File: src/nvs_pkg.sv
package nvs_pkg;

  // ****************************************************
  // Image geometry
  // ****************************************************
  localparam int unsigned NVS_SIZE = 80; // Bytes in the parameter image
  localparam logic [7:0] NVS_LAST_POS = 8'h4f; // Highest usable position
  localparam logic [8:0] NVS_END = 9'h050; // Position plus count limit
  localparam logic [6:0] NVS_IDX_LAST = 7'h4f; // Last index for the boot copy
  localparam logic [6:0] NVS_IDX_ONE = 7'h01; // Index step
  localparam logic [7:0] NVS_CNT_ONE = 8'h01; // Count step

  // ****************************************************
  // Parameter positions (two-byte values sit low byte first, except the sync word, high byte first)
  // ****************************************************
  localparam logic [6:0] POS_SERIAL_FORMAT_CTL = 7'h00;
  localparam logic [6:0] POS_SERIAL_CLOCK_SOURCE = 7'h01;
  localparam logic [6:0] POS_BAUD_MODULATION = 7'h02;
  localparam logic [6:0] POS_BAUD_PRESCALE_LOW = 7'h03;
  localparam logic [6:0] POS_BAUD_PRESCALE_HIGH = 7'h04;
  localparam logic [6:0] POS_PACKET_METHOD = 7'h05;
  localparam logic [6:0] POS_PACKET_LENGTH_LIMIT = 7'h07;
  localparam logic [6:0] POS_FLOW_STOP_THRESHOLD = 7'h08;
  localparam logic [6:0] POS_END_MARKER_CHAR = 7'h09;
  localparam logic [6:0] POS_IDLE_SEND_TIMEOUT = 7'h0c;
  localparam logic [6:0] POS_INDICATION_DELAY = 7'h0e;
  localparam logic [6:0] POS_RETRY_COUNT = 7'h14;
  localparam logic [6:0] POS_ADDRESSING_SCHEME = 7'h15;
  localparam logic [6:0] POS_TARGET_NETWORK_ID = 7'h18;
  localparam logic [6:0] POS_TARGET_NODE_ADDR = 7'h19;
  localparam logic [6:0] POS_OWN_NETWORK_ID = 7'h1c;
  localparam logic [6:0] POS_OWN_NODE_ADDR = 7'h1d;
  localparam logic [6:0] POS_ACK_WAIT_TIME = 7'h20;
  localparam logic [6:0] POS_TX_PREFILL_LEVEL = 7'h28;
  localparam logic [6:0] POS_TX_OUTPUT_POWER = 7'h29;
  localparam logic [6:0] POS_STARTUP_CHANNEL = 7'h2a;
  localparam logic [6:0] POS_CLEAR_CHANNEL_LEVEL = 7'h2b;
  localparam logic [6:0] POS_STARTUP_OP_MODE = 7'h3c;
  localparam logic [6:0] POS_OSCILLATOR_TRIM_START = 7'h3d;
  localparam logic [6:0] POS_WAKE_CYCLE_LENGTH = 7'h40;
  localparam logic [6:0] POS_WAKE_CYCLE_COUNT = 7'h42;
  localparam logic [6:0] POS_WAKE_LISTEN_TIME = 7'h44;
  localparam logic [6:0] POS_CONFIG_FLAG_WORD = 7'h48;
  localparam logic [6:0] POS_SYNC_WORD_HIGH = 7'h4c;
  localparam logic [6:0] POS_SYNC_WORD_LOW = 7'h4d;

  // ****************************************************
  // Set and get answer codes
  // ****************************************************
  localparam logic [7:0] NVS_ST_OK = 8'h00;
  localparam logic [7:0] NVS_ST_BAD_POS = 8'h01;
  localparam logic [7:0] NVS_ST_BAD_CNT = 8'h02;

  // Runtime copies start out cleared before the boot copy
  localparam logic [7:0] NVS_RUN_CLEAR = 8'h00;

  // Kind of host command
  typedef enum logic {
    NVS_CMD_SET,
    NVS_CMD_GET
  } nvs_cmd_t;

  // Sequencer states
  typedef enum logic [2:0] {
    NVS_LOAD,
    NVS_IDLE,
    NVS_SET_DATA,
    NVS_GET_DATA,
    NVS_RESP
  } nvs_state_t;

  // Factory content of one image byte
  function automatic logic [7:0] nvs_default(input logic [6:0] pos);
    unique case (pos)
      POS_SERIAL_CLOCK_SOURCE: nvs_default = 8'h80;
      POS_BAUD_MODULATION: nvs_default = 8'h92;
      POS_BAUD_PRESCALE_LOW: nvs_default = 8'h41;
      POS_BAUD_PRESCALE_HIGH: nvs_default = 8'h03;
      POS_PACKET_LENGTH_LIMIT: nvs_default = 8'h80;
      POS_FLOW_STOP_THRESHOLD: nvs_default = 8'h70;
      POS_END_MARKER_CHAR: nvs_default = 8'h0a;
      POS_IDLE_SEND_TIMEOUT: nvs_default = 8'h05;
      POS_ACK_WAIT_TIME: nvs_default = 8'h08;
      POS_TX_PREFILL_LEVEL: nvs_default = 8'h08;
      POS_TX_OUTPUT_POWER: nvs_default = 8'hc3;
      POS_STARTUP_CHANNEL: nvs_default = 8'h0a;
      POS_OSCILLATOR_TRIM_START: nvs_default = 8'h07;
      7'h41: nvs_default = 8'h10; // High byte of wake cycle length
      POS_WAKE_CYCLE_COUNT: nvs_default = 8'h05;
      POS_WAKE_LISTEN_TIME: nvs_default = 8'he8;
      7'h45: nvs_default = 8'h03; // High byte of wake listen time
      POS_SYNC_WORD_HIGH: nvs_default = 8'hd3;
      POS_SYNC_WORD_LOW: nvs_default = 8'h91;
      default: nvs_default = 8'h00;
    endcase
  endfunction

  // Radio group: transmitter block and sync word
  function automatic logic nvs_is_radio(input logic [6:0] pos);
    nvs_is_radio = (pos >= POS_TX_PREFILL_LEVEL && pos <= POS_CLEAR_CHANNEL_LEVEL) ||
                   pos == POS_SYNC_WORD_HIGH || pos == POS_SYNC_WORD_LOW;
  endfunction

endpackage

File: src/nvs_flash_store.sv
module nvs_flash_store
  import nvs_pkg::*;
(
  input wire logic clk,
  input wire logic por_n,
  input wire logic wr_en,
  input wire logic [6:0] wr_pos,
  input wire logic [7:0] wr_byte,
  input wire logic [6:0] rd_pos,
  output logic [7:0] rd_byte
);

  // ****************************************************
  // Non-volatile image
  // ****************************************************
  // Held across rst_n; only power-on puts the factory image back
  logic [7:0] image_reg [NVS_SIZE];

  // Byte writes, factory content at power-on
  always_ff @(posedge clk or negedge por_n) begin
    if (!por_n) begin
      for (int i = 0; i < NVS_SIZE; i++) begin
        image_reg[i] <= nvs_default(7'(i));
      end
    end else if (wr_en) begin
      image_reg[wr_pos] <= wr_byte;
    end
  end

  // Plain read port
  assign rd_byte = image_reg[rd_pos];

endmodule

File: src/nvs_settings_store.sv
// Contract
// - Boot copies whole stored image to runtime
// - Runtime edits lost, reloaded at restart
// - Runtime commands change copies, not store
// - Set command in command mode writes store
// - New stored values act only after reset
// - Stored bytes taken without range checks
// - Set command never alters radio group
// - Image byte addressed; words at even positions (baud prescale sits at 3 and 4 here)
// - Clock source byte defaults to 128
// - Baud prescale split low/high, modulation default
// - Retry count byte at position 20
// - Flag word sixteen bits at position 72
// - Multi-byte values travel low byte first; the sync word goes high byte first
// - No access past position 79
// - Set answer codes success, position, count
module nvs_settings_store
  import nvs_pkg::*;
(
  input wire logic clk,
  input wire logic rst_n,
  input wire logic por_n,
  // Command port from the framing layer
  input wire logic cmd_mode,
  input wire logic cmd_start,
  input wire nvs_cmd_t cmd_kind,
  input wire logic [7:0] cmd_pos,
  input wire logic [7:0] cmd_cnt,
  input wire logic in_valid,
  input wire logic [7:0] in_byte,
  // Runtime commands
  input wire logic rt_channel_we,
  input wire logic rt_dest_net_we,
  input wire logic rt_dest_addr_we,
  input wire logic [7:0] rt_value,
  // Answers to the host
  output logic cmd_ready,
  output logic rsp_valid,
  output logic [7:0] rsp_status,
  output logic out_valid,
  output logic [7:0] out_byte,
  // Boot status and runtime view
  output logic boot_done,
  output logic [NVS_SIZE*8-1:0] run_image
);

  // ****************************************************
  // Declarations
  // ****************************************************
  // Sequencer, position and count
  nvs_state_t state_reg; // Sequencer state
  nvs_state_t state_next; // Its next value
  logic [6:0] idx_reg; // Current image position
  logic [7:0] left_reg; // Bytes still to move

  // Registered outputs
  logic [7:0] status_reg; // Answer code of the command
  logic cmd_ready_reg; // Command port free
  logic rsp_valid_reg; // Answer strobe
  logic out_valid_reg; // Read byte strobe
  logic [7:0] out_byte_reg; // Read byte
  logic boot_done_reg; // Runtime copy complete

  // Volatile copy of the image
  logic [7:0] run_reg [NVS_SIZE]; // Volatile runtime copy

  // Decode of the command port
  logic [7:0] check_status; // Range check of a new command
  logic [8:0] span_end; // Position plus count
  logic take_cmd; // New command accepted this cycle
  logic [6:0] rd_pos; // Store read position
  logic [7:0] rd_byte; // Store read data
  logic store_we; // Store write strobe
  logic last_byte; // Final byte of a transfer

  // ****************************************************
  // Command acceptance and range check
  // ****************************************************
  // Only in command mode and while the port is free
  // A start outside these is dropped with no sign;
  // the host sees only a missing answer
  // and may simply try again later
  assign take_cmd = cmd_start && cmd_mode && state_reg == NVS_IDLE;

  // End of the requested span, one bit wider to catch carry
  // Both fields are eight bits,
  // so nine bits hold any sum
  assign span_end = {1'b0, cmd_pos} + {1'b0, cmd_cnt};

  // Position first, then count
  // A bad position wins over a bad count;
  // a zero count is a bad count
  // and moves no byte at all
  always_comb begin
    if (cmd_pos > NVS_LAST_POS) begin
      check_status = NVS_ST_BAD_POS;
    end else if (cmd_cnt == 8'h00 || span_end > NVS_END) begin
      check_status = NVS_ST_BAD_CNT;
    end else begin
      check_status = NVS_ST_OK;
    end
  end

  // Last byte of a write or read burst
  // The count never reaches zero inside a burst,
  // since zero counts are refused up front
  assign last_byte = (left_reg == NVS_CNT_ONE);

  // ****************************************************
  // Sequencer
  // ****************************************************
  // Next state decode
  // Bad requests skip the data states
  // and answer straight away;
  // good ones move their bytes first
  always_comb begin
    state_next = state_reg;
    unique case (state_reg)
      NVS_LOAD: begin
        // Copy runs over every position once
        if (idx_reg == NVS_IDX_LAST) begin
          state_next = NVS_IDLE;
        end
      end
      NVS_IDLE: begin
        // Bad requests answer at once
        if (take_cmd) begin
          if (check_status != NVS_ST_OK) begin
            state_next = NVS_RESP;
          end else if (cmd_kind == NVS_CMD_SET) begin
            state_next = NVS_SET_DATA;
          end else begin
            state_next = NVS_GET_DATA;
          end
        end
      end
      NVS_SET_DATA: begin
        // Waits on each payload byte
        if (in_valid && last_byte) begin
          state_next = NVS_RESP;
        end
      end
      NVS_GET_DATA: begin
        // One byte out per cycle
        if (last_byte) begin
          state_next = NVS_RESP;
        end
      end
      NVS_RESP: begin
        state_next = NVS_IDLE;
      end
      default: begin
        // Unused codes restart the boot copy
        state_next = NVS_LOAD;
      end
    endcase
  end

  // State register; every reset restarts the boot copy
  // A reset mid-command drops the command;
  // store bytes already written stay written
  // and the copy picks them up
  always_ff @(posedge clk or negedge rst_n) begin
    if (!rst_n) begin
      state_reg <= NVS_LOAD;
    end else begin
      state_reg <= state_next;
    end
  end

  // ****************************************************
  // Position and byte counters
  // ****************************************************
  // Start at the request position, step once per byte
  // Load walks all positions; left_reg unused there
  // A refused request loads too,
  // but no burst follows it
  always_ff @(posedge clk or negedge rst_n) begin
    if (!rst_n) begin
      idx_reg <= POS_SERIAL_FORMAT_CTL;
      left_reg <= 8'h00;
    end else if (take_cmd) begin
      idx_reg <= cmd_pos[6:0];
      left_reg <= cmd_cnt;
    end else if (state_reg == NVS_LOAD) begin
      idx_reg <= idx_reg + NVS_IDX_ONE;
    end else if (state_reg == NVS_GET_DATA ||
                 (state_reg == NVS_SET_DATA && in_valid)) begin
      // Ascending positions keep two-byte values low byte first, the sync word high byte first
      idx_reg <= idx_reg + NVS_IDX_ONE;
      left_reg <= left_reg - NVS_CNT_ONE;
    end
  end

  // ****************************************************
  // Answer code
  // ****************************************************
  // Latched when the command is taken
  // Held until the next command is taken,
  // so the host may read it late
  // or after the strobe has gone
  always_ff @(posedge clk or negedge rst_n) begin
    if (!rst_n) begin
      status_reg <= NVS_ST_OK;
    end else if (take_cmd) begin
      status_reg <= check_status;
    end
  end

  // ****************************************************
  // Store access
  // ****************************************************
  // Reads follow the running position in load and get
  // Load and get never overlap,
  // so one read port serves both
  assign rd_pos = idx_reg;

  // Payload goes in untouched, radio positions are skipped
  // Radio bytes still count down,
  // so the answer and the length
  // look normal to the host
  assign store_we = state_reg == NVS_SET_DATA && in_valid &&
                    !nvs_is_radio(idx_reg);

  // Persistent image, only power-on restores factory content
  // Reads are combinational; a get byte
  // leaves one cycle after its position
  // is presented
  nvs_flash_store u_store (
    .clk(clk),
    .por_n(por_n),
    .wr_en(store_we),
    .wr_pos(idx_reg),
    .wr_byte(in_byte),
    .rd_pos(rd_pos),
    .rd_byte(rd_byte)
  );

  // ****************************************************
  // Runtime copy
  // ****************************************************
  // Loaded at boot, then only the runtime commands touch it;
  // store writes never reach it until the next reset
  // Runtime writes during the copy are dropped;
  // the copy itself always wins
  always_ff @(posedge clk or negedge rst_n) begin
    if (!rst_n) begin
      for (int i = 0; i < NVS_SIZE; i++) begin
        run_reg[i] <= NVS_RUN_CLEAR;
      end
    end else if (state_reg == NVS_LOAD) begin
      run_reg[idx_reg] <= rd_byte;
    end else begin
      // Volatile edits of channel and destination
      // Each strobe touches one position;
      // all three may land in one cycle
      if (rt_channel_we) begin
        run_reg[POS_STARTUP_CHANNEL] <= rt_value;
      end
      if (rt_dest_net_we) begin
        run_reg[POS_TARGET_NETWORK_ID] <= rt_value;
      end
      if (rt_dest_addr_we) begin
        run_reg[POS_TARGET_NODE_ADDR] <= rt_value;
      end
    end
  end

  // Flattened view, position 0 in the low byte
  // Pure wiring from run_reg to the port,
  // so the view is flop-true
  always_comb begin
    run_image = '0;
    for (int i = 0; i < NVS_SIZE; i++) begin
      run_image[i*8 +: 8] = run_reg[i];
    end
  end

  // ****************************************************
  // Read data path
  // ****************************************************
  // Get bytes come from the store, not the runtime copy
  // One byte per cycle with no wait;
  // the host has to take every strobe
  // Data holds its last byte when idle
  always_ff @(posedge clk or negedge rst_n) begin
    if (!rst_n) begin
      out_valid_reg <= 1'b0;
      out_byte_reg <= 8'h00;
    end else if (state_reg == NVS_GET_DATA) begin
      out_valid_reg <= 1'b1;
      out_byte_reg <= rd_byte;
    end else begin
      out_valid_reg <= 1'b0;
    end
  end

  // ****************************************************
  // Answer strobe and port status
  // ****************************************************
  // One-cycle answer after the last byte or a refusal
  // Never high together with a get byte,
  // the last byte stands a cycle before
  always_ff @(posedge clk or negedge rst_n) begin
    if (!rst_n) begin
      rsp_valid_reg <= 1'b0;
    end else begin
      rsp_valid_reg <= (state_reg == NVS_RESP);
    end
  end

  // Ready whenever the sequencer will sit idle
  // Looks ahead so ready rises
  // in the answer cycle, and a start
  // in that cycle is taken
  always_ff @(posedge clk or negedge rst_n) begin
    if (!rst_n) begin
      cmd_ready_reg <= 1'b0;
    end else begin
      cmd_ready_reg <= (state_next == NVS_IDLE);
    end
  end

  // Set once the boot copy ends, held until reset
  // Commands wait on it through cmd_ready;
  // a status only, nothing is gated here
  always_ff @(posedge clk or negedge rst_n) begin
    if (!rst_n) begin
      boot_done_reg <= 1'b0;
    end else if (state_reg == NVS_LOAD && idx_reg == NVS_IDX_LAST) begin
      boot_done_reg <= 1'b1;
    end
  end

  // ****************************************************
  // Outputs
  // ****************************************************
  // Every output is a flop,
  // no logic on the way out
  assign cmd_ready = cmd_ready_reg;
  assign rsp_valid = rsp_valid_reg;
  // Status outlives the strobe until the next take
  assign rsp_status = status_reg;
  assign out_valid = out_valid_reg;
  assign out_byte = out_byte_reg;
  assign boot_done = boot_done_reg;

endmodule

File: config.mk
export PLATFORM = sky130hd
export DESIGN_NAME = nvs_settings_store
export DESIGN_NICKNAME = d
export VERILOG_FILES = /design/src/nvs_pkg.sv /design/src/nvs_flash_store.sv /design/src/nvs_settings_store.sv
export SDC_FILE = /design/constraint.sdc
export NUM_CORES = 2
export LEC_CHECK = 0
export BUFFER_PORTS_ARGS = -buffer_cell sky130_fd_sc_hd__buf_2
export CORE_MARGIN = 8
export CORE_UTILIZATION = 57
export CTS_BUF_LIST = sky130_fd_sc_hd__clkbuf_8
export DETAILED_ROUTE_END_ITERATION = 8
export GPL_TIMING_DRIVEN = 0
export PLACE_DENSITY = 0.86
export SKIP_LAST_GASP = 1
export SLEW_MARGIN = 20
export SYNTH_ARGS = -nofsm -noshare
export SYNTH_HDL_FRONTEND = slang
export SYNTH_SLANG_ARGS = --single-unit
File: constraint.sdc
create_clock -name clk -period 5.8 [get_ports clk]
set_input_delay 1.16 -clock clk [delete_from_list [all_inputs] [get_ports clk]]
set_output_delay 1.16 -clock clk [all_outputs]
set_load 0.01 [all_outputs]
==> flow_summary.ini <==
[floorplan]
die_h_um = 325
std_cell_rows = 113
pin_count = 702
dieArea_um2 = 106000
core_area_um2 = 94900
chipWidth_um = 325
start_util_pct = 57.4

[clock_network]
clock_sinks = 1312
clk_latency_ns = 0.93
cts.path.max_buffers = 3
htree_levels = 4
clkTransAtPathRegs_ns = 0.06
root_buffer = clkbuf_8
cts_hold_buf = 0
cts_inserted_buffers = 202
cts_tree = yes

[global_routing]
grt_max_degree = 109
grt_pass1_wl_mm = 320
grt.overflow.total = 0
grt_usage_pct = 41.5
antenna_found_initial = 22
grt_pass1_vias = 45270

[logic_synthesis]
syn_inst = 4543
syn_avg_cell_area_um2 = 12.0
syn-cell-area_um2 = 54500
yosysTopAreaCellShare_pct = 58.3
ys.flop_type = dfrtp_1
synth_seq_cells = 1312
async_flop_share_pct = 100
synth_cell_types = 73
yosysSeqAreaShare_pct = 60.4
synth-edff-count = 0
ys.warnings.count = 0
synth_area_leaders = dfrtp_1 58%, mux2_2 14%, a21oi_1 4.8%
synth_top_area_cell = dfrtp_1

[flow_run]
cap_violations = 0

[worst_setup_path]
arrival_ns = 6.77
reg2regPathDepth = 12
crit_type = flip-flop to flip-flop
crit_path_end_kind = flip-flop
startpoint = idx_reg[1]$_DFFE_PN0P_
cp_max_fo = 10
rrSetupSlack_ns = -0.24
cp-start-kind = flip-flop
worstReg2RegEnd = run_image[547]$_DFFE_PN0P_
worst_ep_required_time_ns = 6.53
timing.rr.start = idx_reg[1]$_DFFE_PN0P_

[final_layout]
final_common_cell = dfrtp_1
nets = 5517
layout_common_cells = 1268 x dfrtp_1, 745 x buf_2, 673 x mux2_2, 633 x nor2_1, 527 x a21oi_1
regArea_um2 = 32900
final_layout_size_suffix_gt1_share_pct = 34.1
area_growth_pct = 18.0
fill_cells = 6692
multi_input_area_um2 = 20000
fin_area_um2 = 64300
fin_util_pct = 67.7

[sta]
finalWorstPathRequiredPeriod_ns = 6.04
finalHoldViolCount = 0
timing.hold.ws_ns = 0.0835
min_period_over_period_pct = 104
fin_skew_ns = 0.0757
layout_setup_ws_ns = -0.243
tightest_slew_ns = 1.34
slew_headroom_pct = 9.91
slew_violations = 0
setup_viol = 60
clock.fmax_ghz = 0.165

[detailed_routing]
drt.antenna.violating_nets = 0
drc_errors = 4
drt_iter0_markers = 6863
via_per_inst = 6.65
dr.pass1.iters = 9
wl_per_cell_um = 32.6
routed_wl_mm = 225
vias = 45949

[status]
violations = DRC, setup timing
status = finished, violations left

[placement]
io_buffers = 687
dpl_cell_area_um2 = 60100
gp_congestion = 1.06
hpwl_mm = 160
pre_cts_ws_ns = 0.113

[power_and_ir_drop]
switching_share_pct = 44.1
leakagePower_nw = 32.6
p_comb_share_pct = 39.9
clock_power_share_pct = 23.2
power.internal_mw = 18.9
power.switching_mw = 14.8
vdd_ir_drop_max_v = 0.000336
total_power_mw = 33.7
cellPowerDensity_nw_per_um2 = 524
seq_power_share_pct = 36.9

[min_path]
hold_path_class = primary input to async pin
-- cell type report --
| cell class | count | area share, % |
|---|---|---|
| buffer | 347 | 2.59 |
| tap | 1265 | 2.46 |
| timing repair buffer | 709 | 6.14 |
| clock buffer | 255 | 5.46 |
| inverter | 10 | 0.0584 |
| multi-input combinational | 2879 | 31.1 |
| antenna | 19 | 0.0740 |
| sequential | 1312 | 51.2 |
| clock inverter | 115 | 0.909 |
-- worst max-delay path: stages (launching register included) --
cell             delay [ns]
dfrtp_1                0.35
buf_4                  0.23
buf_6                  0.24
buf_4                  0.40
nand2b_1               0.63
clkdlybuf4s15_1        0.92
o22ai_1                0.20
o21ai_0                0.53
o2111ai_1              0.45
nor4_4                 0.67
buf_6                  0.29
clkbuf_1               0.68
o21ai_0                0.25
-- logic make-up (layout without fill, tap and decap cells) --
group | Yosys count | count (layout) | share of synthesized area [%]
muxes | 814 | 814 | 17.6
and+or+nand+nor | 1063 | 1063 | 8.01
adders and majority gates | 14 | 14 | 0.335
AOI/OAI and AO/OA | 966 | 966 | 10.4
DFF | 1312 | 1312 | 60.4
buffers and inverters | 357 | 1436 | 3.09
other | 1 | 25 | 0.00689
xor gates and xnor gates | 16 | 16 | 0.257
-- worst max-delay path by stage --
stage                                       endpoint  slack [ns]
final                     run_image[547]$_DFFE_PN0P_       -0.24
after global routing      run_image[547]$_DFFE_PN0P_      -0.001
after CTS                  run_image[26]$_DFFE_PN0P_        0.08
after detailed placement   run_image[82]$_DFFE_PN0P_        0.11
after global placement    run_image[565]$_DFFE_PN0P_       -9.99
after floorplan            rsp_status[1]$_DFFE_PN0P_        2.71
-- synth_stat cells (13+ instances only) --
cell and instances:
dfrtp_1 1268, mux2_2 673, nor2_1 638, a21oi_1 527, nand2_1 308, clkbuf_1 225
o21ai_0 180, mux2i_1 94, buf_2 59, a22oi_1 51, buf_4 47, mux4_2 46
dfstp_2 44, o22ai_1 40, a221oi_1 34, a221o_1 26, nand3_1 17, a22o_1 16
nor2b_1 16, a31oi_1 13, ha_1 13, nor3_1 13
-- per-layer routing --
| layer | track usage, % | vias to the layer above | wire length, um |
|---|---|---|---|
| met1 | 48.7 | 22863 | 75500 |
| met2 | 57.4 | 4051 | 92300 |
| met5 | 2.13 | - | 422 |
| met3 | 22.5 | 1165 | 36300 |
| li1 | - | 17844 | - |
| met4 | 29.2 | 26 | 20600 |
-- through the flow --
stage	TNS [ns]	cells
after floorplan	0	4548
after global placement	-	6500
after detailed placement	0	6521
after CTS	0	6891
after global routing	-0.00119	6896
final	-4.11	6911
-- power by group through the flow --
| stage | Combinational [mW] | Sequential (mW) | Clock, mW |
|---|---|---|---|
| finish | 13.4 | 12.5 | 7.82 |
| global route | 13.6 | 12.6 | 8.19 |
| CTS | 12.7 | 12.4 | 7.76 |
| detailed placement | 12.6 | 12.5 | 0 |
| global placement | 12.3 | 12.4 | 0 |
| floorplan | 4.83 | 13.2 | 0 |
-- what timing repair did --
action,4_1_cts,5_1_grt
resized for setup,0,3
setup endpoints to repair,0,33
setup buffers,0,0
Power figures use the tool's default switching activity.
